$ cat src/verilog/watch_pkg.sv
/*
  Shared constants and types of the watch and interval timer: register
  addresses, field positions, reset values, clock select codes and the
  main clock divider periods.
  Assumes a single 50 MHz main clock and byte-wide register access.
*/
`default_nettype none

package watch_pkg;

  // Register addresses as they stand on the internal bus.
  localparam logic [31:0] MODE_CONTROL_ADDR      = 32'h0ffff360;
  localparam logic [31:0] CLOCK_SELECT_ADDR      = 32'hfffff364;
  localparam logic [31:0] FAST_CLOCK_SELECT_ADDR = 32'h0ffff366;

  // Reset values.
  localparam logic [7:0] MODE_CONTROL_RESET      = 8'h00;
  localparam logic [1:0] CLOCK_SELECT_RESET      = 2'h0;
  localparam logic       FAST_CLOCK_SELECT_RESET = 1'b0;

  // Field positions in the mode control register.
  localparam int OPERATION_ENABLE_POS = 0;
  localparam int COUNTER_CONTROL_POS  = 1;
  localparam int TICK_PERIOD_LSB      = 2;
  localparam int INTERVAL_FIELD_LSB   = 4;
  localparam int CLOCK_SOURCE_POS     = 7;

  // Prescaler and counter sizes.
  localparam int PRESCALER_WIDTH = 11;
  localparam int COUNTER_WIDTH   = 5;
  localparam int SEGMENT_BITS    = 9;
  localparam logic [3:0] INTERVAL_BASE_EXP = 4'h4;

  // Watch tick period codes.
  localparam logic [1:0] TICK_EXP14 = 2'h0;
  localparam logic [1:0] TICK_EXP13 = 2'h1;
  localparam logic [1:0] TICK_EXP5  = 2'h2;
  localparam logic [1:0] TICK_EXP4  = 2'h3;

  // Clock select codes {fast, sel1, sel0, source bit}.
  localparam logic [3:0] CLK_MAIN_DIV128 = 4'h0;
  localparam logic [3:0] CLK_SUBCLOCK    = 4'h1;
  localparam logic [3:0] CLK_MAIN_DIV192 = 4'h2;
  localparam logic [3:0] CLK_MAIN_DIV256 = 4'h3;
  localparam logic [3:0] CLK_MAIN_DIV384 = 4'h6;
  localparam logic [3:0] CLK_MAIN_DIV512 = 4'h7;
  localparam logic [3:0] CLK_MAIN_DIV576 = 4'ha;

  // Main clock divider periods in clk cycles.
  localparam logic [9:0] DIV128_PERIOD = 10'h080;
  localparam logic [9:0] DIV192_PERIOD = 10'h0c0;
  localparam logic [9:0] DIV256_PERIOD = 10'h100;
  localparam logic [9:0] DIV384_PERIOD = 10'h180;
  localparam logic [9:0] DIV512_PERIOD = 10'h200;
  localparam logic [9:0] DIV576_PERIOD = 10'h240;

  // One register access from the internal bus.
  typedef struct packed {
    logic [31:0] addr;
    logic        byte_write;
    logic        bit_write;
    logic [2:0]  bit_sel;
    logic        bit_value;
    logic [7:0]  wdata;
    logic        read;
  } bus_req_s;

endpackage

`default_nettype wire

$ cat src/verilog/subclock_sync.sv
/*
  Brings the subclock pin into the main clock domain and gives a one-cycle
  pulse for each settled rising edge.
  Assumes the subclock is far slower than clk.
*/
`timescale 1ns/100ps
`default_nettype none

module subclock_sync (
  // Clock and reset.
  input  wire logic clk,
  input  wire logic rst,
  // Pin and result.
  input  wire logic sub_clock_pin,
  output var  logic sub_tick
);

  logic sync_a;
  logic sync_b;
  logic sync_c;
  logic level;

  always_ff @(posedge clk) begin
    if (rst) begin
      sync_a <= 1'b0;
      sync_b <= 1'b0;
      sync_c <= 1'b0;
    end else begin
      sync_a <= sub_clock_pin;
      sync_b <= sync_a;
      sync_c <= sync_b;
    end
  end

  // A level only counts once the second and third stages agree.
  always_ff @(posedge clk) begin
    if (rst) begin
      level    <= 1'b0;
      sub_tick <= 1'b0;
    end else begin
      sub_tick <= (sync_b == sync_c) && sync_c && !level;
      if (sync_b == sync_c) begin
        level <= sync_c;
      end
    end
  end

endmodule

`default_nettype wire

$ cat src/verilog/clock_source_select.sv
/*
  Derives the watch count clock enable from either the synchronised
  subclock or a divided main clock.
  Assumes code is stable while run is high; prohibited codes give no ticks.
*/
`timescale 1ns/100ps
`default_nettype none

module clock_source_select (
  // Clock and reset.
  input  wire logic       clk,
  input  wire logic       rst,
  // Control.
  input  wire logic       run,
  input  wire logic [3:0] code,
  input  wire logic       sub_tick,
  // Result.
  output var  logic       count_tick
);
  import watch_pkg::*;

  logic [9:0] div_count;
  logic [9:0] period;
  logic       use_sub;

  always_comb begin
    use_sub = 1'b0;
    period  = 10'h000;
    case (code)
      CLK_MAIN_DIV128: period = DIV128_PERIOD;
      CLK_SUBCLOCK:    use_sub = 1'b1;
      CLK_MAIN_DIV192: period = DIV192_PERIOD;
      CLK_MAIN_DIV256: period = DIV256_PERIOD;
      CLK_MAIN_DIV384: period = DIV384_PERIOD;
      CLK_MAIN_DIV512: period = DIV512_PERIOD;
      CLK_MAIN_DIV576: period = DIV576_PERIOD;
      default:         period = 10'h000;
    endcase
  end

  // The divider restarts whenever the timer stops so a start is phase aligned.
  always_ff @(posedge clk) begin
    if (rst || !run || use_sub || period == 10'h000) begin
      div_count <= 10'h000;
    end else if (div_count == period - 10'h001) begin
      div_count <= 10'h000;
    end else begin
      div_count <= div_count + 10'h001;
    end
  end

  always_ff @(posedge clk) begin
    if (rst || !run) begin
      count_tick <= 1'b0;
    end else if (use_sub) begin
      count_tick <= sub_tick;
    end else begin
      count_tick <= (period != 10'h000) && (div_count == period - 10'h001);
    end
  end

endmodule

`default_nettype wire

$ cat src/verilog/watch_interval_timer.sv
/*
  Watch timer with an 11-bit prescaler and a 5-bit counter, producing a
  watch tick interrupt and an interval tick interrupt, both as one-cycle
  pulses on clk. Three byte registers sit on the internal bus.
  Assumes software programs the clock and periods before enabling.
*/
//
// Operation
// - Interval tick period is 2^(4+code) watch clock periods, code 0 to 7.
// - Watch tick period code 00,01,10,11 gives 2^14, 2^13, 2^5, 2^4 periods.
// - Interval tick repeats at its interval independently of the watch tick.
// - Counter control 1 lets the 5-bit counter count; 0 stops and clears it.
// - Operation enable 0 clears prescaler and counter; 1 enables operation.
// - An 11-bit prescaler feeds a 5-bit counter governed by mode control.
// - Reset clears the mode control register.
// - Reset clears fast select register; bits 7..1 read zero, bit 0 is select.
// - Reset clears clock select register; bits 7..2 read zero.
// - Watch clock comes from fast bit, two select bits and mode bit 7.
// - The seven legal select codes map to subclock or fixed main dividers.
// - Watch and interval ticks run together from the shared prescaler.
// - Mode control accepts whole-byte and single-bit writes.
// - Watch tick counting needs both enable and counter control set.
// - First watch tick comes 2^9 periods late; later ones at nominal period.
`timescale 1ns/100ps
`default_nettype none

module watch_interval_timer #(
  parameter bit HAS_FAST_SELECT = 1'b1
) (
  // Clock and reset.
  input  wire logic               clk,
  input  wire logic               rst,
  // Internal bus.
  input  wire watch_pkg::bus_req_s bus_req,
  output var  logic [7:0]          rdata,
  // Subclock pin.
  input  wire logic               sub_clock_pin,
  // Interrupt requests.
  output var  logic               watch_tick_irq,
  output var  logic               interval_tick_irq
);
  import watch_pkg::*;

  logic [7:0]                 watch_mode_control;
  logic [1:0]                 watch_clock_select;
  logic                       watch_fast_clock_select;
  logic [PRESCALER_WIDTH-1:0] prescaler;
  logic [COUNTER_WIDTH-1:0]   counter;
  logic                       primed;
  logic                       sub_tick;
  logic                       count_tick;
  logic                       fast_bit;
  logic [3:0]                 clock_code;
  logic                       operation_enable_bit;
  logic                       counter_control_bit;
  logic [1:0]                 tick_period;
  logic [2:0]                 interval_field;
  logic [PRESCALER_WIDTH-1:0] interval_mask;
  logic [11:0]                mask_wide;
  logic [3:0]                 interval_exp;
  logic                       segment_wrap;
  logic                       interval_hit;
  logic                       watch_hit;
  logic                       counting;

  assign operation_enable_bit = watch_mode_control[OPERATION_ENABLE_POS];
  assign counter_control_bit  = watch_mode_control[COUNTER_CONTROL_POS];
  assign tick_period          = watch_mode_control[TICK_PERIOD_LSB +: 2];
  assign interval_field       = watch_mode_control[INTERVAL_FIELD_LSB +: 3];
  assign counting             = operation_enable_bit && counter_control_bit;

  // Register writes.

  always_ff @(posedge clk) begin
    if (rst) begin
      watch_mode_control <= MODE_CONTROL_RESET;
    end else if (bus_req.addr == MODE_CONTROL_ADDR) begin
      if (bus_req.byte_write) begin
        watch_mode_control <= bus_req.wdata;
      end else if (bus_req.bit_write) begin
        watch_mode_control[bus_req.bit_sel] <= bus_req.bit_value;
      end
    end
  end

  // Bit writes to the select registers are not supported and are ignored.
  always_ff @(posedge clk) begin
    if (rst) begin
      watch_clock_select <= CLOCK_SELECT_RESET;
    end else if (bus_req.byte_write && bus_req.addr == CLOCK_SELECT_ADDR) begin
      watch_clock_select <= bus_req.wdata[1:0];
    end
  end

  always_ff @(posedge clk) begin
    if (rst) begin
      watch_fast_clock_select <= FAST_CLOCK_SELECT_RESET;
    end else if (bus_req.byte_write && bus_req.addr == FAST_CLOCK_SELECT_ADDR) begin
      watch_fast_clock_select <= bus_req.wdata[0];
    end
  end

  assign fast_bit = HAS_FAST_SELECT ? watch_fast_clock_select : 1'b0;

  // Register reads; unused upper bits read as zero.
  always_ff @(posedge clk) begin
    if (rst) begin
      rdata <= 8'h00;
    end else if (bus_req.read) begin
      if (bus_req.addr == MODE_CONTROL_ADDR) begin
        rdata <= watch_mode_control;
      end else if (bus_req.addr == CLOCK_SELECT_ADDR) begin
        rdata <= {6'h00, watch_clock_select};
      end else if (bus_req.addr == FAST_CLOCK_SELECT_ADDR && HAS_FAST_SELECT) begin
        rdata <= {7'h00, watch_fast_clock_select};
      end else begin
        rdata <= 8'h00;
      end
    end
  end

  // Watch clock source.

  assign clock_code = {fast_bit, watch_clock_select,
                       watch_mode_control[CLOCK_SOURCE_POS]};

  subclock_sync u_subclock_sync (
    .clk           (clk),
    .rst           (rst),
    .sub_clock_pin (sub_clock_pin),
    .sub_tick      (sub_tick)
  );

  // The divider only runs while operation is enabled, to save power when idle.
  clock_source_select u_clock_source_select (
    .clk        (clk),
    .rst        (rst),
    .run        (operation_enable_bit),
    .code       (clock_code),
    .sub_tick   (sub_tick),
    .count_tick (count_tick)
  );

  // Prescaler and counter.

  always_ff @(posedge clk) begin
    if (rst || !operation_enable_bit) begin
      prescaler <= '0;
    end else if (count_tick) begin
      prescaler <= prescaler + 11'h001;
    end
  end

  assign segment_wrap = count_tick && (prescaler[SEGMENT_BITS-1:0] == 9'h1ff);

  // The first segment after start only arms the counter, which delays the
  // first watch tick by one segment of the prescaler.
  always_ff @(posedge clk) begin
    if (rst || !counting) begin
      counter <= '0;
      primed  <= 1'b0;
    end else if (segment_wrap) begin
      if (!primed) begin
        primed <= 1'b1;
      end else begin
        counter <= counter + 5'h01;
      end
    end
  end

  // Tick detection.

  always_comb begin
    interval_exp  = INTERVAL_BASE_EXP + {1'b0, interval_field};
    mask_wide     = (12'h001 << interval_exp) - 12'h001;
    interval_mask = mask_wide[PRESCALER_WIDTH-1:0];
  end

  // The interval tick only needs the prescaler, so it runs alongside the watch tick.
  assign interval_hit = operation_enable_bit && count_tick &&
                        ((prescaler & interval_mask) == interval_mask);

  always_comb begin
    watch_hit = 1'b0;
    unique case (tick_period)
      TICK_EXP14: watch_hit = segment_wrap && (counter == 5'h1f);
      TICK_EXP13: watch_hit = segment_wrap && (counter[3:0] == 4'hf);
      TICK_EXP5:  watch_hit = count_tick && (prescaler[4:0] == 5'h1f);
      TICK_EXP4:  watch_hit = count_tick && (prescaler[3:0] == 4'hf);
    endcase
    watch_hit = watch_hit && counting && primed;
  end

  // Both requests are registered single-cycle pulses on clk.
  always_ff @(posedge clk) begin
    if (rst) begin
      watch_tick_irq    <= 1'b0;
      interval_tick_irq <= 1'b0;
    end else begin
      watch_tick_irq    <= watch_hit;
      interval_tick_irq <= interval_hit;
    end
  end

  // Checks.

  a_watch_irq_pulse: assert property (
    @(posedge clk) disable iff (rst) watch_tick_irq |=> !watch_tick_irq)
    else $error("watch tick request longer than one cycle");

  a_interval_irq_pulse: assert property (
    @(posedge clk) disable iff (rst) interval_tick_irq |=> !interval_tick_irq)
    else $error("interval tick request longer than one cycle");

  a_disable_clears_all: assert property (
    @(posedge clk) disable iff (rst)
    !operation_enable_bit |=> (prescaler == '0) && (counter == '0))
    else $error("prescaler or counter not cleared while disabled");

  a_counter_ctrl_clear: assert property (
    @(posedge clk) disable iff (rst) !counter_control_bit |=> counter == '0)
    else $error("counter not cleared while counter control is low");

  a_watch_needs_both: assert property (
    @(posedge clk) disable iff (rst) !counting |=> !watch_tick_irq)
    else $error("watch tick without enable and counter control");

  a_reset_clears_regs: assert property (
    @(posedge clk) rst |=> (watch_mode_control == 8'h00) &&
      (watch_clock_select == 2'h0) && !watch_fast_clock_select)
    else $error("registers not cleared by reset");

  a_fast_read_zero: assert property (
    @(posedge clk) disable iff (rst)
    bus_req.read && bus_req.addr == FAST_CLOCK_SELECT_ADDR |=> rdata[7:1] == 7'h00)
    else $error("fast select upper bits not zero");

  a_interval_on_tick: assert property (
    @(posedge clk) disable iff (rst)
    interval_tick_irq |-> $past(count_tick) && (($past(prescaler) & $past(interval_mask))
      == $past(interval_mask)))
    else $error("interval tick not at selected prescaler boundary");

  a_first_tick_late: assert property (
    @(posedge clk) disable iff (rst)
    $rose(primed) |-> counter == '0 && !watch_tick_irq)
    else $error("counter advanced before first segment");

  a_bit_write_mode: assert property (
    @(posedge clk) disable iff (rst)
    bus_req.bit_write && !bus_req.byte_write && bus_req.addr == MODE_CONTROL_ADDR
    |=> watch_mode_control[$past(bus_req.bit_sel)] == $past(bus_req.bit_value))
    else $error("single bit write to mode control lost");

  a_prescaler_step: assert property (
    @(posedge clk) disable iff (rst)
    operation_enable_bit && count_tick |=> prescaler == $past(prescaler) + 11'h001)
    else $error("prescaler did not advance on a watch clock tick");

  a_prescaler_hold: assert property (
    @(posedge clk) disable iff (rst)
    operation_enable_bit && !count_tick |=> $stable(prescaler))
    else $error("prescaler moved without a watch clock tick");

  a_counter_step: assert property (
    @(posedge clk) disable iff (rst)
    counting && primed && segment_wrap |=> counter == $past(counter) + 5'h01)
    else $error("counter did not advance at a prescaler segment end");

  a_counter_hold: assert property (
    @(posedge clk) disable iff (rst)
    counting && !segment_wrap |=> $stable(counter))
    else $error("counter moved inside a prescaler segment");

  a_sub_source_tick: assert property (
    @(posedge clk) disable iff (rst)
    clock_code == CLK_SUBCLOCK && operation_enable_bit |=> count_tick == $past(sub_tick))
    else $error("subclock source did not follow the synchronised pin");

  a_interval_needs_enable: assert property (
    @(posedge clk) disable iff (rst)
    !operation_enable_bit |=> !interval_tick_irq)
    else $error("interval tick while operation disabled");

  a_select_read_zero: assert property (
    @(posedge clk) disable iff (rst)
    bus_req.read && bus_req.addr == CLOCK_SELECT_ADDR |=> rdata[7:2] == 6'h00)
    else $error("clock select upper bits not zero");

  a_byte_write_mode: assert property (
    @(posedge clk) disable iff (rst)
    bus_req.byte_write && bus_req.addr == MODE_CONTROL_ADDR
    |=> watch_mode_control == $past(bus_req.wdata))
    else $error("byte write to mode control lost");

endmodule

`default_nettype wire

$ cat config.mk
export PLATFORM = sky130hd
export DESIGN_NAME = watch_interval_timer
export DESIGN_NICKNAME = d
export VERILOG_FILES = /design/src/verilog/watch_pkg.sv /design/src/verilog/subclock_sync.sv /design/src/verilog/clock_source_select.sv /design/src/verilog/watch_interval_timer.sv
export SDC_FILE = /design/constraint.sdc
export NUM_CORES = 1
export LEC_CHECK = 0
export BUFFER_PORTS_ARGS = -buffer_cell sky130_fd_sc_hd__buf_4
export CORE_MARGIN = 2
export CORE_UTILIZATION = 59
export CTS_CLUSTER_SIZE = 16
export DETAILED_ROUTE_END_ITERATION = 6
export PLACE_DENSITY = 0.85
export SLEW_MARGIN = 0
export SYNTH_ARGS = -nofsm -noshare
export SYNTH_HDL_FRONTEND = slang
export SYNTH_HIERARCHICAL = 1
export SYNTH_SLANG_ARGS = --single-unit
export TNS_END_PERCENT = 5
$ cat constraint.sdc
create_clock -name clk -period 3.9 [get_ports clk]
set_clock_uncertainty 0.2 [all_clocks]
set_input_delay 0.78 -clock clk [delete_from_list [all_inputs] [get_ports clk]]
set_output_delay 0.78 -clock clk [all_outputs]
set_load 0.05 [all_outputs]
After elaboration in Yosys (flattened, before gate mapping)

Cells that the tools add are included.

Logic and storage cells: 89
Output and inout port bits: 10
Flip-flop bits (word level): 54

Reductions and logical operators: 31
$add $sub $neg: 6
Shift-type cells: 1
Bitwise gates (word level): 1
Multiplexer cells: 12
Magnitude comparators: 2
Equal/unequal tests: 20

Operators with widths:

| kind                                                                  | count |
|---|---|
| 32-bit by 28-bit == test with 1-bit output (second input constant)    | 2 |
| 10-bit one-hot mux with 6 select lines                                | 1 |
| 32-bit == test (second input constant)                                | 1 |
| 8-bit two-way mux                                                     | 3 |
| 1-bit logical AND                                                     | 16 |
| 4-bit == test (second input constant)                                 | 3 |
| 11-bit by 1-bit adder with 11-bit output (second input constant)      | 1 |
| 11-bit bitwise AND                                                    | 1 |
| 11-bit == test                                                        | 1 |
| 1-bit by 4-bit << shifter with 11-bit output (first input constant)   | 1 |
| 11-bit by 1-bit subtractor with 11-bit output (second input constant) | 1 |
| 10-bit by 1-bit adder with 10-bit output (second input constant)      | 1 |
| 10-bit == test                                                        | 1 |
| 5-bit == test (second input constant)                                 | 2 |
| 10-bit logical NOT                                                    | 1 |
| 10-bit nonzero test                                                   | 1 |
| 10-bit by 1-bit subtractor with 10-bit output (second input constant) | 1 |
| 9-bit == test (second input constant)                                 | 1 |
| 8-bit bitwise mux                                                     | 1 |
| 4-bit by 2-bit == test with 1-bit output (second input constant)      | 2 |
| 4-bit by 3-bit == test with 1-bit output (second input constant)      | 2 |
| 5-bit by 1-bit adder with 5-bit output (second input constant)        | 1 |
| 3-bit by 3-bit adder with 4-bit output (first input constant)         | 1 |
| 2-bit == test (second input constant)                                 | 2 |
| other kinds (16)                                                      | 25 |

Depth between registers and ports, before layout

Gate-level depths: netlist of the first run.

Depth after elaboration: 7
Mapped depth: 9

Modules after synthesis

Netlist of the first run, hierarchy kept.

By module, submodules not included:

| module               | times used | cells an instance | area each (sq um) |
|---|---|---|---|
| watch_interval_timer | 1          | 236               | 2087.0 |
| clock_source_select  | 1          | 76                | 718.2 |
| subclock_sync        | 1          | 12                | 157.7 |

Worst setup path after synthesis of the first run

Ideal clock, no wire load.

Kind: register to register
Start point: register watch_clock_select[1]
End point: register u_clock_source_select.div_count[0]
Slack: 1390 ps
Period minus slack after synthesis: 2510 ps
Buffers on the path: 2
Arrival time: 2230 ps
Library setup time: 80 ps
Cell stages (with the launch flop): 10
Cell sequence: dfxtp_1 > buf_2 > nor3b_1 > inv_1 > ha_1 > nor4b_1 > or4_4 > or2_0 > buf_6 > a211oi_2

Word-level cells in the longest chain between the ends: 5
Elaborated cells between the ends (all ways): 15

Ends and longest elaborated chain:

| item                                                                               | RTL line                                             | text |
|---|---|---|
| from (decl)                                                                        | watch_interval_timer.sv:45                           | `logic [1:0] watch_clock_select;` |
| from (signal assigned)                                                             | watch_interval_timer.sv:91                           | `watch_clock_select <= bus_req.wdata[1:0];` |
| 4-bit == test (tied with other cells)                                              | clock_source_select.sv:29                            | `case (code)` |
| 10-bit one-hot mux with 6 select lines / 1-bit two-way mux (equally long branches) | clock_source_select.sv:29                            |  |
| 10-bit by 1-bit subtractor with 10-bit output (tied with other cells)              | clock_source_select.sv:45                            | `end else if (div_count == period - 10'h001) begin` |
| 10-bit == test / 1-bit logical OR (equally long branches)                          | clock_source_select.sv:45, clock_source_select.sv:43 |  |
| 2-bit OR reduction (no line) (*)                                                   | --                                                   |  |
| to (signal assigned)                                                               | clock_source_select.sv:48                            | `div_count <= div_count + 10'h001;` |
| to (decl)                                                                          | clock_source_select.sv:22                            | `logic [9:0] div_count;` |

Every way passes the cells marked *; elsewhere a longest branch is shown, timed or not.
A chain may end at the register's enable or synchronous reset.

Worst setup path after layout of the first run

Start point: register watch_clock_select[0]
End point: register u_clock_source_select.div_count[8]

Same word-level chain as after synthesis.

==> impl_metrics.xml, run 1 <==
<?xml version="1.0" encoding="UTF-8"?>
<metrics>
  <group name="sta">
    <metric name="hold_violations" unit="">0</metric>
    <metric name="timing.max_slew.rel_slack" unit="">0.5339</metric>
    <metric name="finalCritPeriodShare" unit="">0.7318</metric>
    <metric name="post-route-min-period" unit="ps">2854</metric>
    <metric name="max_freq" unit="GHz">0.3504</metric>
    <metric name="worst_slew_pin_slew" unit="ps">699.2</metric>
    <metric name="report.final.setup_viol" unit="">0</metric>
    <metric name="setup_tns" unit="ps">0</metric>
    <metric name="grt_setup_unrepaired" unit="">false</metric>
    <metric name="slew_viol_final" unit="">0</metric>
  </group>
  <group name="logic_synthesis">
    <metric name="netlist_top_cells_count" unit="">sky130_fd_sc_hd__dfxtp_1, sky130_fd_sc_hd__nor2_1, sky130_fd_sc_hd__nand4_1</metric>
    <metric name="post_synthesis_sequential_element_count" unit="">54</metric>
    <metric name="synth_cell_type_count" unit="">58</metric>
    <metric name="synth_async_sr_flop_share" unit="">0</metric>
    <metric name="syn-mean-instance-area" unit="um2">9.145</metric>
    <metric name="number_of_enable_type_register_cells_in_the_synthesized_netlist" unit="">0</metric>
    <metric name="synth.largest_area_cell" unit="">sky130_fd_sc_hd__dfxtp_1</metric>
    <metric name="synth_seq_area_share" unit="">0.3649</metric>
    <metric name="synth-main-ff-cell" unit="">sky130_fd_sc_hd__dfxtp_1</metric>
    <metric name="synthTopCellsByArea" unit="">sky130_fd_sc_hd__dfxtp_1, sky130_fd_sc_hd__a211oi_2, sky130_fd_sc_hd__nand4_1, sky130_fd_sc_hd__ha_1, sky130_fd_sc_hd__nand2b_1</metric>
    <metric name="synth.most_common_cell" unit="">sky130_fd_sc_hd__dfxtp_1</metric>
    <metric name="synth_fp_nets" unit="">382</metric>
    <metric name="synth-warning-count" unit="">6</metric>
    <metric name="synth.top_cell.area_share" unit="">0.3649</metric>
    <metric name="syn_area" unit="um2">2963</metric>
    <metric name="syn_inst" unit="">324</metric>
  </group>
  <group name="detailed_routing">
    <metric name="drc" unit="">0</metric>
    <metric name="average_detailed_routed_wire_length_per_instance" unit="um">14.13</metric>
    <metric name="wirelength" unit="mm">6.246</metric>
    <metric name="detailedRoute.firstPassIterationCount" unit="">4</metric>
    <metric name="initialDrtViolationCount" unit="">94</metric>
    <metric name="via_count" unit="">2598</metric>
    <metric name="post_drt_via_cell_ratio" unit="">5.878</metric>
    <metric name="antenna_left" unit="">0</metric>
  </group>
  <group name="flow_run">
    <metric name="drv_cap" unit="">0</metric>
  </group>
  <group name="placement">
    <metric name="place_inst" unit="">434</metric>
    <metric name="post-dp-hpwl" unit="mm">4.578</metric>
    <metric name="placement.io_buffers" unit="">59</metric>
    <metric name="dpl-instance-area" unit="um2">3396</metric>
    <metric name="finalWeightedCongestion" unit="">0.8318</metric>
  </group>
  <group name="global_route">
    <metric name="grt_util_all_layers" unit="">0.2460</metric>
    <metric name="first_global_vias" unit="">2418</metric>
    <metric name="antenna_found_initial" unit="">0</metric>
    <metric name="grt_remaining_overflow" unit="">0</metric>
    <metric name="grt_pass1_wl" unit="mm">10.81</metric>
    <metric name="pin_count_of_the_biggest_net_entering_global_routing" unit="">30</metric>
  </group>
  <group name="cts">
    <metric name="cts_resized" unit="">0</metric>
    <metric name="insertion_delay" unit="ps">310</metric>
    <metric name="cts-root-to-sink-buffers" unit="">2</metric>
    <metric name="cts_inserted_buffers" unit="">5</metric>
    <metric name="cts.clk_slew.worst_paths" unit="ps">90</metric>
    <metric name="cts_max_level" unit="">2</metric>
    <metric name="cts-root-buf" unit="">sky130_fd_sc_hd__clkbuf_8</metric>
    <metric name="post-cts-setup-buffer-count" unit="">0</metric>
    <metric name="tritoncts_num_sinks" unit="">54</metric>
    <metric name="cts_tree" unit="">done</metric>
    <metric name="postCtsHoldBufs" unit="">0</metric>
  </group>
  <group name="cells_and_area">
    <metric name="layout_cells_sized_above_1" unit="">0.2400</metric>
    <metric name="n_antenna_cell" unit="">0</metric>
    <metric name="finalNonFillerCells" unit="">442</metric>
    <metric name="design_area" unit="um2">3506</metric>
    <metric name="fin_nets" unit="">432</metric>
    <metric name="synthToLayoutAreaGrowth" unit="%">18.33</metric>
  </group>
  <group name="critical_path">
    <metric name="worst_path_dominant_cell_family" unit="">simple AND/OR/NAND/NOR gates</metric>
    <metric name="worstPathRequired" unit="ps">3930</metric>
    <metric name="cp-end-kind" unit="">flip-flop</metric>
    <metric name="crit_path_cell_trace" unit="">nor3b_1 &gt; inv_1 &gt; ha_1 &gt; nor4b_1 &gt; or4_4 &gt; or2_0 &gt; a211oi_2</metric>
    <metric name="cp-start-kind" unit="">flip-flop</metric>
    <metric name="classification_of_the_worst_setup_path" unit="">flip-flop to flip-flop</metric>
    <metric name="cpPeakStageDelay" unit="ps">560</metric>
    <metric name="crit_path_top_delay_cell" unit="">sky130_fd_sc_hd__or4_4</metric>
    <metric name="worst_ep_arrival_time" unit="ps">2880</metric>
    <metric name="critical_path.n_buffers_inverters" unit="">1</metric>
    <metric name="crit_fanout" unit="">8</metric>
  </group>
  <group name="floorplan">
    <metric name="overall_die_area" unit="um2">5605</metric>
    <metric name="num_io_pins" unit="">60</metric>
    <metric name="fp.coreArea" unit="um2">4786</metric>
    <metric name="chipHeight" unit="um">74.87</metric>
    <metric name="placementRows" unit="">25</metric>
    <metric name="fp.dieW" unit="um">74.87</metric>
    <metric name="initial_core_util" unit="">0.6191</metric>
  </group>
  <group name="status">
    <metric name="run_status" unit="">finished clean</metric>
  </group>
  <group name="power">
    <metric name="cellPowerDensity" unit="nW/um2">286.4</metric>
    <metric name="power.static_leakage" unit="uW">0.001261</metric>
    <metric name="vdd_ir_drop_max" unit="mV">0.2021</metric>
    <metric name="total_power" unit="uW">1004</metric>
  </group>
  <group name="hold_path">
    <metric name="hold_path_class" unit="">flip-flop to flip-flop</metric>
  </group>
</metrics>
==> cell type report <==
type	count	area, um2
Clock inverter	2	37.54
Multi-Input combinational cell	246	1754
Sequential cell	54	1081
Clock buffer	6	72.57
Fill cell	398	1280
Inverter	7	26.28
Timing Repair Buffer	60	450.4
Tap cell	67	83.83
==> where the power goes <==
| group | leakage (uW) | switching [uW] | internal, uW |
|---|---|---|---|
| clock network | 0.0000514 | 179 | 192 |
| registers | 0.000435 | 0.900 | 553 |
| logic | 0.000774 | 35.1 | 45.0 |
==> flip-flops by register name, indices dropped and copies added, names as in the netlist <==
| register | cells |
|---|---|
| u_subclock_sync/sync_b | 1 |
| fast_bit | 1 |
| watch_tick_irq | 1 |
| u_subclock_sync/sub_tick | 1 |
| watch_mode_control | 8 |
| counter | 5 |
| u_clock_source_select/div_count | 10 |
| u_subclock_sync/sync_a | 1 |
| u_clock_source_select/count_tick | 1 |
| interval_tick_irq | 1 |
| watch_clock_select | 2 |
| rdata | 8 |
| u_subclock_sync/sync_c | 1 |
| prescaler | 11 |
| primed | 1 |
| u_subclock_sync/level | 1 |
==> routing by layer <==
metal / global-route usage / part of all wire
met5: 0 / 0
met1: 0.3325 / 0.47
met2: 0.3986 / 0.46
met4: 0.06944 / 0.012
met3: 0.05221 / 0.053
==> logic make-up (layout without fill, tap and decap cells) <==
logic type                 count (synthesis)  count (layout)  share of synthesized area
and+or+nand+nor                          137             137                     0.2682
AOI/OAI and AO/OA                         69              69                     0.1862
DFF                                       54              54                     0.3649
buffers and inverters                     24              75                    0.04477
xor gates and xnor gates                  22              22                    0.06757
muxes                                     10              10                    0.03463
adders and majority gates                  8               8                    0.03379
==> final timing paths <==
kind	from	slack [ps]	cells after the start	endpoint
setup / recovery	watch_clock_select[0]	1050	7	u_clock_source_select/div_count[8]
hold / removal	u_subclock_sync/level	240	1	u_subclock_sync/sub_tick
setup reg to reg	watch_clock_select[0]	1050	7	u_clock_source_select/div_count[8]
hold reg to reg	u_subclock_sync/level	240	1	u_subclock_sync/sub_tick
==> metrics by stage <==
step                hold slack, ps  setup slack [ps]  utilization
floorplan                    207.8              1390            -
global placement             220.5              1139       0.7095
detailed placement           229.5              1050       0.7095
CTS                          242.8              1022       0.7325
global route                 274.2             886.3       0.7325
finish                       241.1              1046       0.7325
==> cell usage in the layout, fill, tap and decap left out, drive strengths merged, types with 2 or more instances in the layout <==
cell type / netlist / final
or3: 4 / 4
nor3: 11 / 11
a41oi: 7 / 7
and3: 4 / 4
inv: 7 / 7
mux2i: 8 / 8
and4: 3 / 3
buf: 9 / 60
nor2b: 7 / 7
and2: 8 / 8
a21oi: 11 / 11
xor2: 11 / 11
nand4: 19 / 19
clkbuf: 8 / 6
nor2: 26 / 26
a31o: 3 / 3
o22ai: 4 / 4
a221o: 2 / 2
nor3b: 2 / 2
nand2: 14 / 14
nand4b: 2 / 2
ha: 8 / 8
or4: 2 / 2
nand2b: 16 / 16
o31ai: 6 / 6
a211oi: 16 / 16
dfxtp: 54 / 54
mux2: 2 / 2
o21ai: 9 / 9
nand3b: 2 / 2
nor4b: 4 / 4
or2: 2 / 2
nand3: 9 / 9
xnor2: 11 / 11
No activity file was read; power rests on OpenSTA's default activity.
==> run 2: changes to the inputs <==
- ABC_AREA: default -> 1
- CORE_UTILIZATION: 59 -> 50
- PLACE_DENSITY: 0.85 -> 0.76
- clock period: 3.9 -> 2.4 ns (I/O delays scaled with it)
==> run 2 against run 1 <==
Compared with the run above:
- hold slack got worse by 64 ps
- routed wire length increased by 9.3%
- core utilization down 11 points
- critical path depth is 2 higher
- area after synthesis grew 5.2%
- global-route usage down 4.4 points
==> impl_metrics.xml, run 2 <==
<?xml version="1.0" encoding="UTF-8"?>
<metrics>
  <group name="status">
    <metric name="run_status" unit="">finished clean</metric>
  </group>
  <group name="global_route">
    <metric name="grt_remaining_overflow" unit="">0</metric>
    <metric name="pin_count_of_the_biggest_net_entering_global_routing" unit="">24</metric>
    <metric name="grt_util_all_layers" unit="">0.2021</metric>
    <metric name="first_global_vias" unit="">2818</metric>
    <metric name="grt_pass1_wl" unit="mm">11.99</metric>
    <metric name="antenna_found_initial" unit="">0</metric>
  </group>
  <group name="floorplan">
    <metric name="fp.coreArea" unit="um2">5991</metric>
    <metric name="overall_die_area" unit="um2">6884</metric>
    <metric name="initial_core_util" unit="">0.5205</metric>
    <metric name="placementRows" unit="">28</metric>
    <metric name="chipHeight" unit="um">82.97</metric>
    <metric name="num_io_pins" unit="">60</metric>
    <metric name="fp.dieW" unit="um">82.97</metric>
  </group>
  <group name="logic_synthesis">
    <metric name="number_of_enable_type_register_cells_in_the_synthesized_netlist" unit="">0</metric>
    <metric name="syn_area" unit="um2">3118</metric>
    <metric name="synth.largest_area_cell" unit="">sky130_fd_sc_hd__dfxtp_1</metric>
    <metric name="synth_cell_type_count" unit="">30</metric>
    <metric name="synth-main-ff-cell" unit="">sky130_fd_sc_hd__dfxtp_1</metric>
    <metric name="post_synthesis_sequential_element_count" unit="">54</metric>
    <metric name="synth_fp_nets" unit="">549</metric>
    <metric name="synthTopCellsByArea" unit="">sky130_fd_sc_hd__dfxtp_1, sky130_fd_sc_hd__nand2_1, sky130_fd_sc_hd__inv_1, sky130_fd_sc_hd__nor2_1, sky130_fd_sc_hd__nand3_1</metric>
    <metric name="synth-warning-count" unit="">6</metric>
    <metric name="netlist_top_cells_count" unit="">sky130_fd_sc_hd__nand2_1, sky130_fd_sc_hd__inv_1, sky130_fd_sc_hd__nor2_1</metric>
    <metric name="synth_seq_area_share" unit="">0.3467</metric>
    <metric name="syn-mean-instance-area" unit="um2">6.350</metric>
    <metric name="synth.top_cell.area_share" unit="">0.3467</metric>
    <metric name="synth.most_common_cell" unit="">sky130_fd_sc_hd__nand2_1</metric>
    <metric name="syn_inst" unit="">491</metric>
    <metric name="synth_async_sr_flop_share" unit="">0</metric>
  </group>
  <group name="sta">
    <metric name="post-route-min-period" unit="ps">2183</metric>
    <metric name="hold_violations" unit="">0</metric>
    <metric name="grt_setup_unrepaired" unit="">false</metric>
    <metric name="finalCritPeriodShare" unit="">0.9096</metric>
    <metric name="final.hold.worst_slack" unit="ps">177.2</metric>
    <metric name="setup_tns" unit="ps">0</metric>
    <metric name="report.final.setup_viol" unit="">0</metric>
    <metric name="timing.max_slew.rel_slack" unit="">0.6078</metric>
    <metric name="max_freq" unit="GHz">0.4581</metric>
    <metric name="post-route-worst-setup-slack" unit="ps">217.1</metric>
    <metric name="slew_viol_final" unit="">0</metric>
    <metric name="worst_slew_pin_slew" unit="ps">587.7</metric>
  </group>
  <group name="power">
    <metric name="power.static_leakage" unit="uW">0.001582</metric>
    <metric name="total_power" unit="uW">1713</metric>
    <metric name="cellPowerDensity" unit="nW/um2">460.6</metric>
    <metric name="vdd_ir_drop_max" unit="mV">0.3566</metric>
  </group>
  <group name="detailed_routing">
    <metric name="initialDrtViolationCount" unit="">143</metric>
    <metric name="drc" unit="">0</metric>
    <metric name="via_count" unit="">3089</metric>
    <metric name="post_drt_via_cell_ratio" unit="">4.950</metric>
    <metric name="average_detailed_routed_wire_length_per_instance" unit="um">10.94</metric>
    <metric name="wirelength" unit="mm">6.828</metric>
    <metric name="detailedRoute.firstPassIterationCount" unit="">4</metric>
    <metric name="antenna_left" unit="">0</metric>
  </group>
  <group name="hold_path">
    <metric name="hold_path_class" unit="">input port to flip-flop</metric>
  </group>
  <group name="critical_path">
    <metric name="cp-start-kind" unit="">flip-flop</metric>
    <metric name="crit_fanout" unit="">7</metric>
    <metric name="worstPathRequired" unit="ps">2450</metric>
    <metric name="classification_of_the_worst_setup_path" unit="">flip-flop to flip-flop</metric>
    <metric name="cp-end-kind" unit="">flip-flop</metric>
    <metric name="worst_ep_arrival_time" unit="ps">2230</metric>
  </group>
  <group name="cells_and_area">
    <metric name="nFillCells" unit="">554</metric>
    <metric name="registers.top_by_ff_count" unit="">prescaler</metric>
    <metric name="synthToLayoutAreaGrowth" unit="%">19.30</metric>
    <metric name="layout_cells_sized_above_1" unit="">0.1548</metric>
    <metric name="n_antenna_cell" unit="">0</metric>
    <metric name="fin_nets" unit="">606</metric>
    <metric name="multi_input_area" unit="um2">1695</metric>
    <metric name="final-seq-area" unit="um2">1081</metric>
    <metric name="largestRegisters" unit="">prescaler: 11 flops, u_clock_source_select/div_count: 10 flops</metric>
    <metric name="final_common_cell" unit="">sky130_fd_sc_hd__nand2_1</metric>
    <metric name="largest_reg_flops" unit="">11</metric>
    <metric name="most-common-layout-cells" unit="">sky130_fd_sc_hd__nand2_1, sky130_fd_sc_hd__inv_1, sky130_fd_sc_hd__nor2_1</metric>
    <metric name="finalNonFillerCells" unit="">624</metric>
  </group>
  <group name="cts">
    <metric name="cts-root-buf" unit="">sky130_fd_sc_hd__clkbuf_8</metric>
    <metric name="cts.clk_slew.worst_paths" unit="ps">100</metric>
    <metric name="cts_resized" unit="">0</metric>
    <metric name="post-cts-setup-buffer-count" unit="">0</metric>
    <metric name="cts_inserted_buffers" unit="">5</metric>
    <metric name="cts_tree" unit="">done</metric>
    <metric name="tritoncts_num_sinks" unit="">54</metric>
    <metric name="cts_max_level" unit="">2</metric>
    <metric name="cts-root-to-sink-buffers" unit="">2</metric>
    <metric name="insertion_delay" unit="ps">300</metric>
    <metric name="postCtsHoldBufs" unit="">0</metric>
  </group>
  <group name="placement">
    <metric name="place_inst" unit="">616</metric>
    <metric name="placement.io_buffers" unit="">59</metric>
    <metric name="finalWeightedCongestion" unit="">0.8540</metric>
    <metric name="place_ws" unit="ps">253.8</metric>
    <metric name="post-dp-hpwl" unit="mm">5.334</metric>
  </group>
  <group name="flow_run">
    <metric name="drv_cap" unit="">0</metric>
  </group>
</metrics>
==> run 2: cell count changes after synthesis, sizes merged, moves of 10 or more <==
cell and change:
inv +71, nand2 +104, a211oi -16, nor2 +60, nand3 +29, nand2b -16
a21oi +19, o21ai +10
==> run 2: path summary, 6_finish.rpt <==
path | from | slack [ps] | end | cells past startpoint
min | sub_clock_pin | 180 | u_subclock_sync/sync_a | 3
max reg2reg | prescaler[0] | 220 | counter[2] | 9
max | prescaler[0] | 220 | counter[2] | 9
min reg2reg | u_subclock_sync/sync_a | 220 | u_subclock_sync/sync_b | 2
==> run 2: layer usage <==
layer / GRT usage / share of wire / vias up
met2: 0.3255 / 0.45 / 56
met4: 0.06259 / 0.012 / 0
met1: 0.2776 / 0.50 / 1358
li1: - / - / 1668
met3: 0.03280 / 0.043 / 7
met5: 0 / 0 / -
==> run 2: worst max-delay path, cell delays in order (launching register included) <==
cell                      delay (ps)
sky130_fd_sc_hd__dfxtp_1         390
sky130_fd_sc_hd__ha_1            220
sky130_fd_sc_hd__nand3_1         140
sky130_fd_sc_hd__nor3_1          210
sky130_fd_sc_hd__ha_1            180
sky130_fd_sc_hd__nand2_1         110
sky130_fd_sc_hd__nor2_4          190
sky130_fd_sc_hd__nand2_1          90
sky130_fd_sc_hd__or2_2           270
sky130_fd_sc_hd__a21oi_1         120
==> run 2: logic make-up after synthesis <==
| family | Yosys count | share of synthesized area |
|---|---|---|
| AOI/OAI and AO/OA | 58 | 0.09952 |
| and+or+nand+nor | 276 | 0.3896 |
| adders and majority gates | 8 | 0.03210 |
| buffers and inverters | 87 | 0.1095 |
| xor gates and xnor gates | 8 | 0.02247 |
| DFF | 54 | 0.3467 |
==> run 2: report_power, final <==
part	switching, uW	total [uW]	internal (uW)
Combinational	102	188	86.2
Sequential	4.19	909	905
Clock	306	617	311
Total	412	1710	1300
==> run 2: per-stage QoR <==
stage          utilization  area [um2]
6_report            0.6209        3720
5_1_grt             0.6209        3720
4_1_cts             0.6209        3720
3_5_place_dp        0.6019        3606
3_3_place_gp        0.6019        3606
2_1_floorplan            -        3118
==> run 2: final cells by class <==
type,count,share of cell area
multi-input combinational,350,0.4558
sequential,54,0.2906
timing repair buffer,59,0.1191
inverter,78,0.07871
tap,75,0.02523
clock buffer,5,0.01850
clock inverter,3,0.01211
==> run 3: changes to the inputs <==
- CORE_UTILIZATION: 50 -> 30
- PLACE_DENSITY: 0.76 -> default
==> run 3 against run 2 <==
Compared with the run above:
- flip-flop and latch count did not move
- global-route usage fell by 6.9 points
- critical path depth did not move
- critical endpoint unchanged
- maximum frequency rose by 1.6%
- count of clock-buffer cells in the layout did not move
- register-to-register slack improved by 30 ps
==> impl_metrics.xml, run 3 (synthesized netlist as in run 2, its figures left out) <==
<?xml version="1.0" encoding="UTF-8"?>
<metrics>
  <group name="power">
    <metric name="total_power" unit="uW">1822</metric>
    <metric name="vdd_ir_drop_max" unit="mV">0.2428</metric>
    <metric name="p_sw" unit="uW">413.2</metric>
    <metric name="pwr-share-comb" unit="">0.103</metric>
    <metric name="power.static_leakage" unit="uW">0.001610</metric>
    <metric name="switching_share" unit="">0.2268</metric>
    <metric name="share_seq_of_total_power" unit="">0.499</metric>
    <metric name="p_clk_frac" unit="">0.398</metric>
    <metric name="cellPowerDensity" unit="nW/um2">473.9</metric>
    <metric name="internal-power" unit="uW">1409</metric>
  </group>
  <group name="placement">
    <metric name="finalWeightedCongestion" unit="">0.8372</metric>
    <metric name="post-dp-hpwl" unit="mm">5.545</metric>
    <metric name="place_inst" unit="">677</metric>
    <metric name="placement.io_buffers" unit="">59</metric>
    <metric name="place_ws" unit="ps">185.2</metric>
  </group>
  <group name="detailed_routing">
    <metric name="drc" unit="">0</metric>
    <metric name="average_detailed_routed_wire_length_per_instance" unit="um">10.20</metric>
    <metric name="detailedRoute.firstPassIterationCount" unit="">4</metric>
    <metric name="via_count" unit="">3096</metric>
    <metric name="initialDrtViolationCount" unit="">117</metric>
    <metric name="antenna_left" unit="">0</metric>
    <metric name="wirelength" unit="mm">7.005</metric>
    <metric name="post_drt_via_cell_ratio" unit="">4.507</metric>
  </group>
  <group name="cells_and_area">
    <metric name="fin_nets" unit="">608</metric>
    <metric name="final_common_cell" unit="">sky130_fd_sc_hd__nand2_1</metric>
    <metric name="layout_cells_sized_above_1" unit="">0.1615</metric>
    <metric name="registers.top_by_ff_count" unit="">prescaler</metric>
    <metric name="most-common-layout-cells" unit="">sky130_fd_sc_hd__nand2_1, sky130_fd_sc_hd__inv_1, sky130_fd_sc_hd__nor2_1</metric>
    <metric name="finalNonFillerCells" unit="">687</metric>
    <metric name="largest_reg_flops" unit="">11</metric>
    <metric name="largestRegisters" unit="">prescaler: 11 flops, u_clock_source_select/div_count: 10 flops</metric>
    <metric name="synthToLayoutAreaGrowth" unit="%">23.31</metric>
    <metric name="n_antenna_cell" unit="">0</metric>
  </group>
  <group name="floorplan">
    <metric name="initial_core_util" unit="">0.3061</metric>
    <metric name="fp.dieW" unit="um">105.9</metric>
    <metric name="chipHeight" unit="um">105.9</metric>
    <metric name="placementRows" unit="">37</metric>
    <metric name="fp.coreArea" unit="um2">10180</metric>
    <metric name="overall_die_area" unit="um2">11220</metric>
    <metric name="num_io_pins" unit="">60</metric>
  </group>
  <group name="cts">
    <metric name="cts_tree" unit="">done</metric>
    <metric name="tritoncts_num_sinks" unit="">54</metric>
    <metric name="postCtsHoldBufs" unit="">0</metric>
    <metric name="cts.clk_slew.worst_paths" unit="ps">100</metric>
    <metric name="insertion_delay" unit="ps">310</metric>
    <metric name="cts_max_level" unit="">2</metric>
    <metric name="cts-root-to-sink-buffers" unit="">2</metric>
    <metric name="cts_inserted_buffers" unit="">5</metric>
    <metric name="cts-root-buf" unit="">sky130_fd_sc_hd__clkbuf_8</metric>
  </group>
  <group name="global_route">
    <metric name="grt_util_all_layers" unit="">0.1330</metric>
    <metric name="pin_count_of_the_biggest_net_entering_global_routing" unit="">24</metric>
    <metric name="first_global_vias" unit="">2943</metric>
    <metric name="grt_remaining_overflow" unit="">0</metric>
    <metric name="antenna_found_initial" unit="">0</metric>
    <metric name="global_route.peak_usage_layer" unit="">met2</metric>
    <metric name="grtUsageMet2" unit="">0.2359</metric>
    <metric name="gr-usage-met3" unit="">0.02391</metric>
    <metric name="gr-usage-met1" unit="">0.1672</metric>
    <metric name="grt_pass1_wl" unit="mm">12.53</metric>
  </group>
  <group name="status">
    <metric name="run_status" unit="">finished clean</metric>
  </group>
  <group name="critical_path">
    <metric name="cp-start-kind" unit="">flip-flop</metric>
    <metric name="worstPathRequired" unit="ps">2450</metric>
    <metric name="crit_fanout" unit="">5</metric>
    <metric name="classification_of_the_worst_setup_path" unit="">flip-flop to flip-flop</metric>
    <metric name="worst_ep_arrival_time" unit="ps">2200</metric>
    <metric name="cp-end-kind" unit="">flip-flop</metric>
  </group>
  <group name="hold_path">
    <metric name="hold_path_class" unit="">input port to flip-flop</metric>
  </group>
  <group name="sta">
    <metric name="max_freq" unit="GHz">0.4653</metric>
    <metric name="post-route-min-period" unit="ps">2149</metric>
    <metric name="post-route-worst-setup-slack" unit="ps">250.7</metric>
    <metric name="finalCritPeriodShare" unit="">0.8955</metric>
    <metric name="hold_violations" unit="">0</metric>
    <metric name="report.final.setup_viol" unit="">0</metric>
    <metric name="slew_viol_final" unit="">0</metric>
    <metric name="worst_slew_pin_slew" unit="ps">545.9</metric>
    <metric name="setup_tns" unit="ps">0</metric>
    <metric name="grt_setup_unrepaired" unit="">false</metric>
    <metric name="timing.max_slew.rel_slack" unit="">0.6357</metric>
  </group>
  <group name="flow_run">
    <metric name="drv_cap" unit="">0</metric>
  </group>
</metrics>
## run 3: changes by cell type in the layout (fill, tap and decap cells not counted), sizes merged
cell / before / now
buf: 59 / 61
clkinvlp: 2 / 0
bufinv: 1 / 2
clkinv: 0 / 1
## run 3: worst paths after layout
check             depth (start not counted)  slack, ps                   start                      to
setup / recovery                          9        250            prescaler[0]              counter[2]
hold / removal                            3        170           sub_clock_pin  u_subclock_sync/sync_a
setup reg to reg                          9        250            prescaler[0]              counter[2]
hold reg to reg                           2        210  u_subclock_sync/sync_a  u_subclock_sync/sync_b
## run 3: worst max-delay path, stage by stage, from the launching register on
cell                      delay, ps
sky130_fd_sc_hd__dfxtp_1        390
sky130_fd_sc_hd__ha_1           230
sky130_fd_sc_hd__nand3_2        130
sky130_fd_sc_hd__nor3_2         220
sky130_fd_sc_hd__ha_1           170
sky130_fd_sc_hd__nand2_1        110
sky130_fd_sc_hd__nor2_4         180
sky130_fd_sc_hd__nand2_1         80
sky130_fd_sc_hd__or2_2          270
sky130_fd_sc_hd__a21oi_1        110
## run 3: per-layer routing
metal,vias to the layer above,wire length (um)
met5,-,0
met4,0,61
met3,5,253
met2,43,3361
met1,1370,3329
li1,1678,-
## run 3: power groups by stage
stage	combinational, uW	sequential (uW)	clock (uW)
6_report	187	910	725
4_1_cts	188	910	746
3_3_place_gp	186	930	0
3_5_place_dp	188	931	0
5_1_grt	210	911	775
2_1_floorplan	69.4	952	0
## run 3: timing repair
action,in CTS,in global routing
setup endpoints to repair,0,2
buffers inserted,0,2
hold endpoints to repair,0,0
gates resized for setup,0,2
## run 3: final cells by class
cell class / instances / area (um2)
flip-flops and latches: 54 / 1081
well taps: 136 / 170.2
clock buffers: 5 / 68.82
clock inverters: 3 / 68.82
fillers: 1073 / 6340
repair buffers: 61 / 457.9
inverters: 78 / 292.8
multi-input cells: 350 / 1705
## run 3: stage by stage
| step | util | area (um2) | hold WS, ps |
|---|---|---|---|
| 2_1_floorplan | - | 3118 | 188.3 |
| 3_3_place_gp | 0.3615 | 3682 | 198.7 |
| 3_5_place_dp | 0.3615 | 3682 | 199.5 |
| 4_1_cts | 0.3751 | 3820 | 168.0 |
| 5_1_grt | 0.3775 | 3845 | 199.0 |
| 6_report | 0.3775 | 3845 | 171.6 |
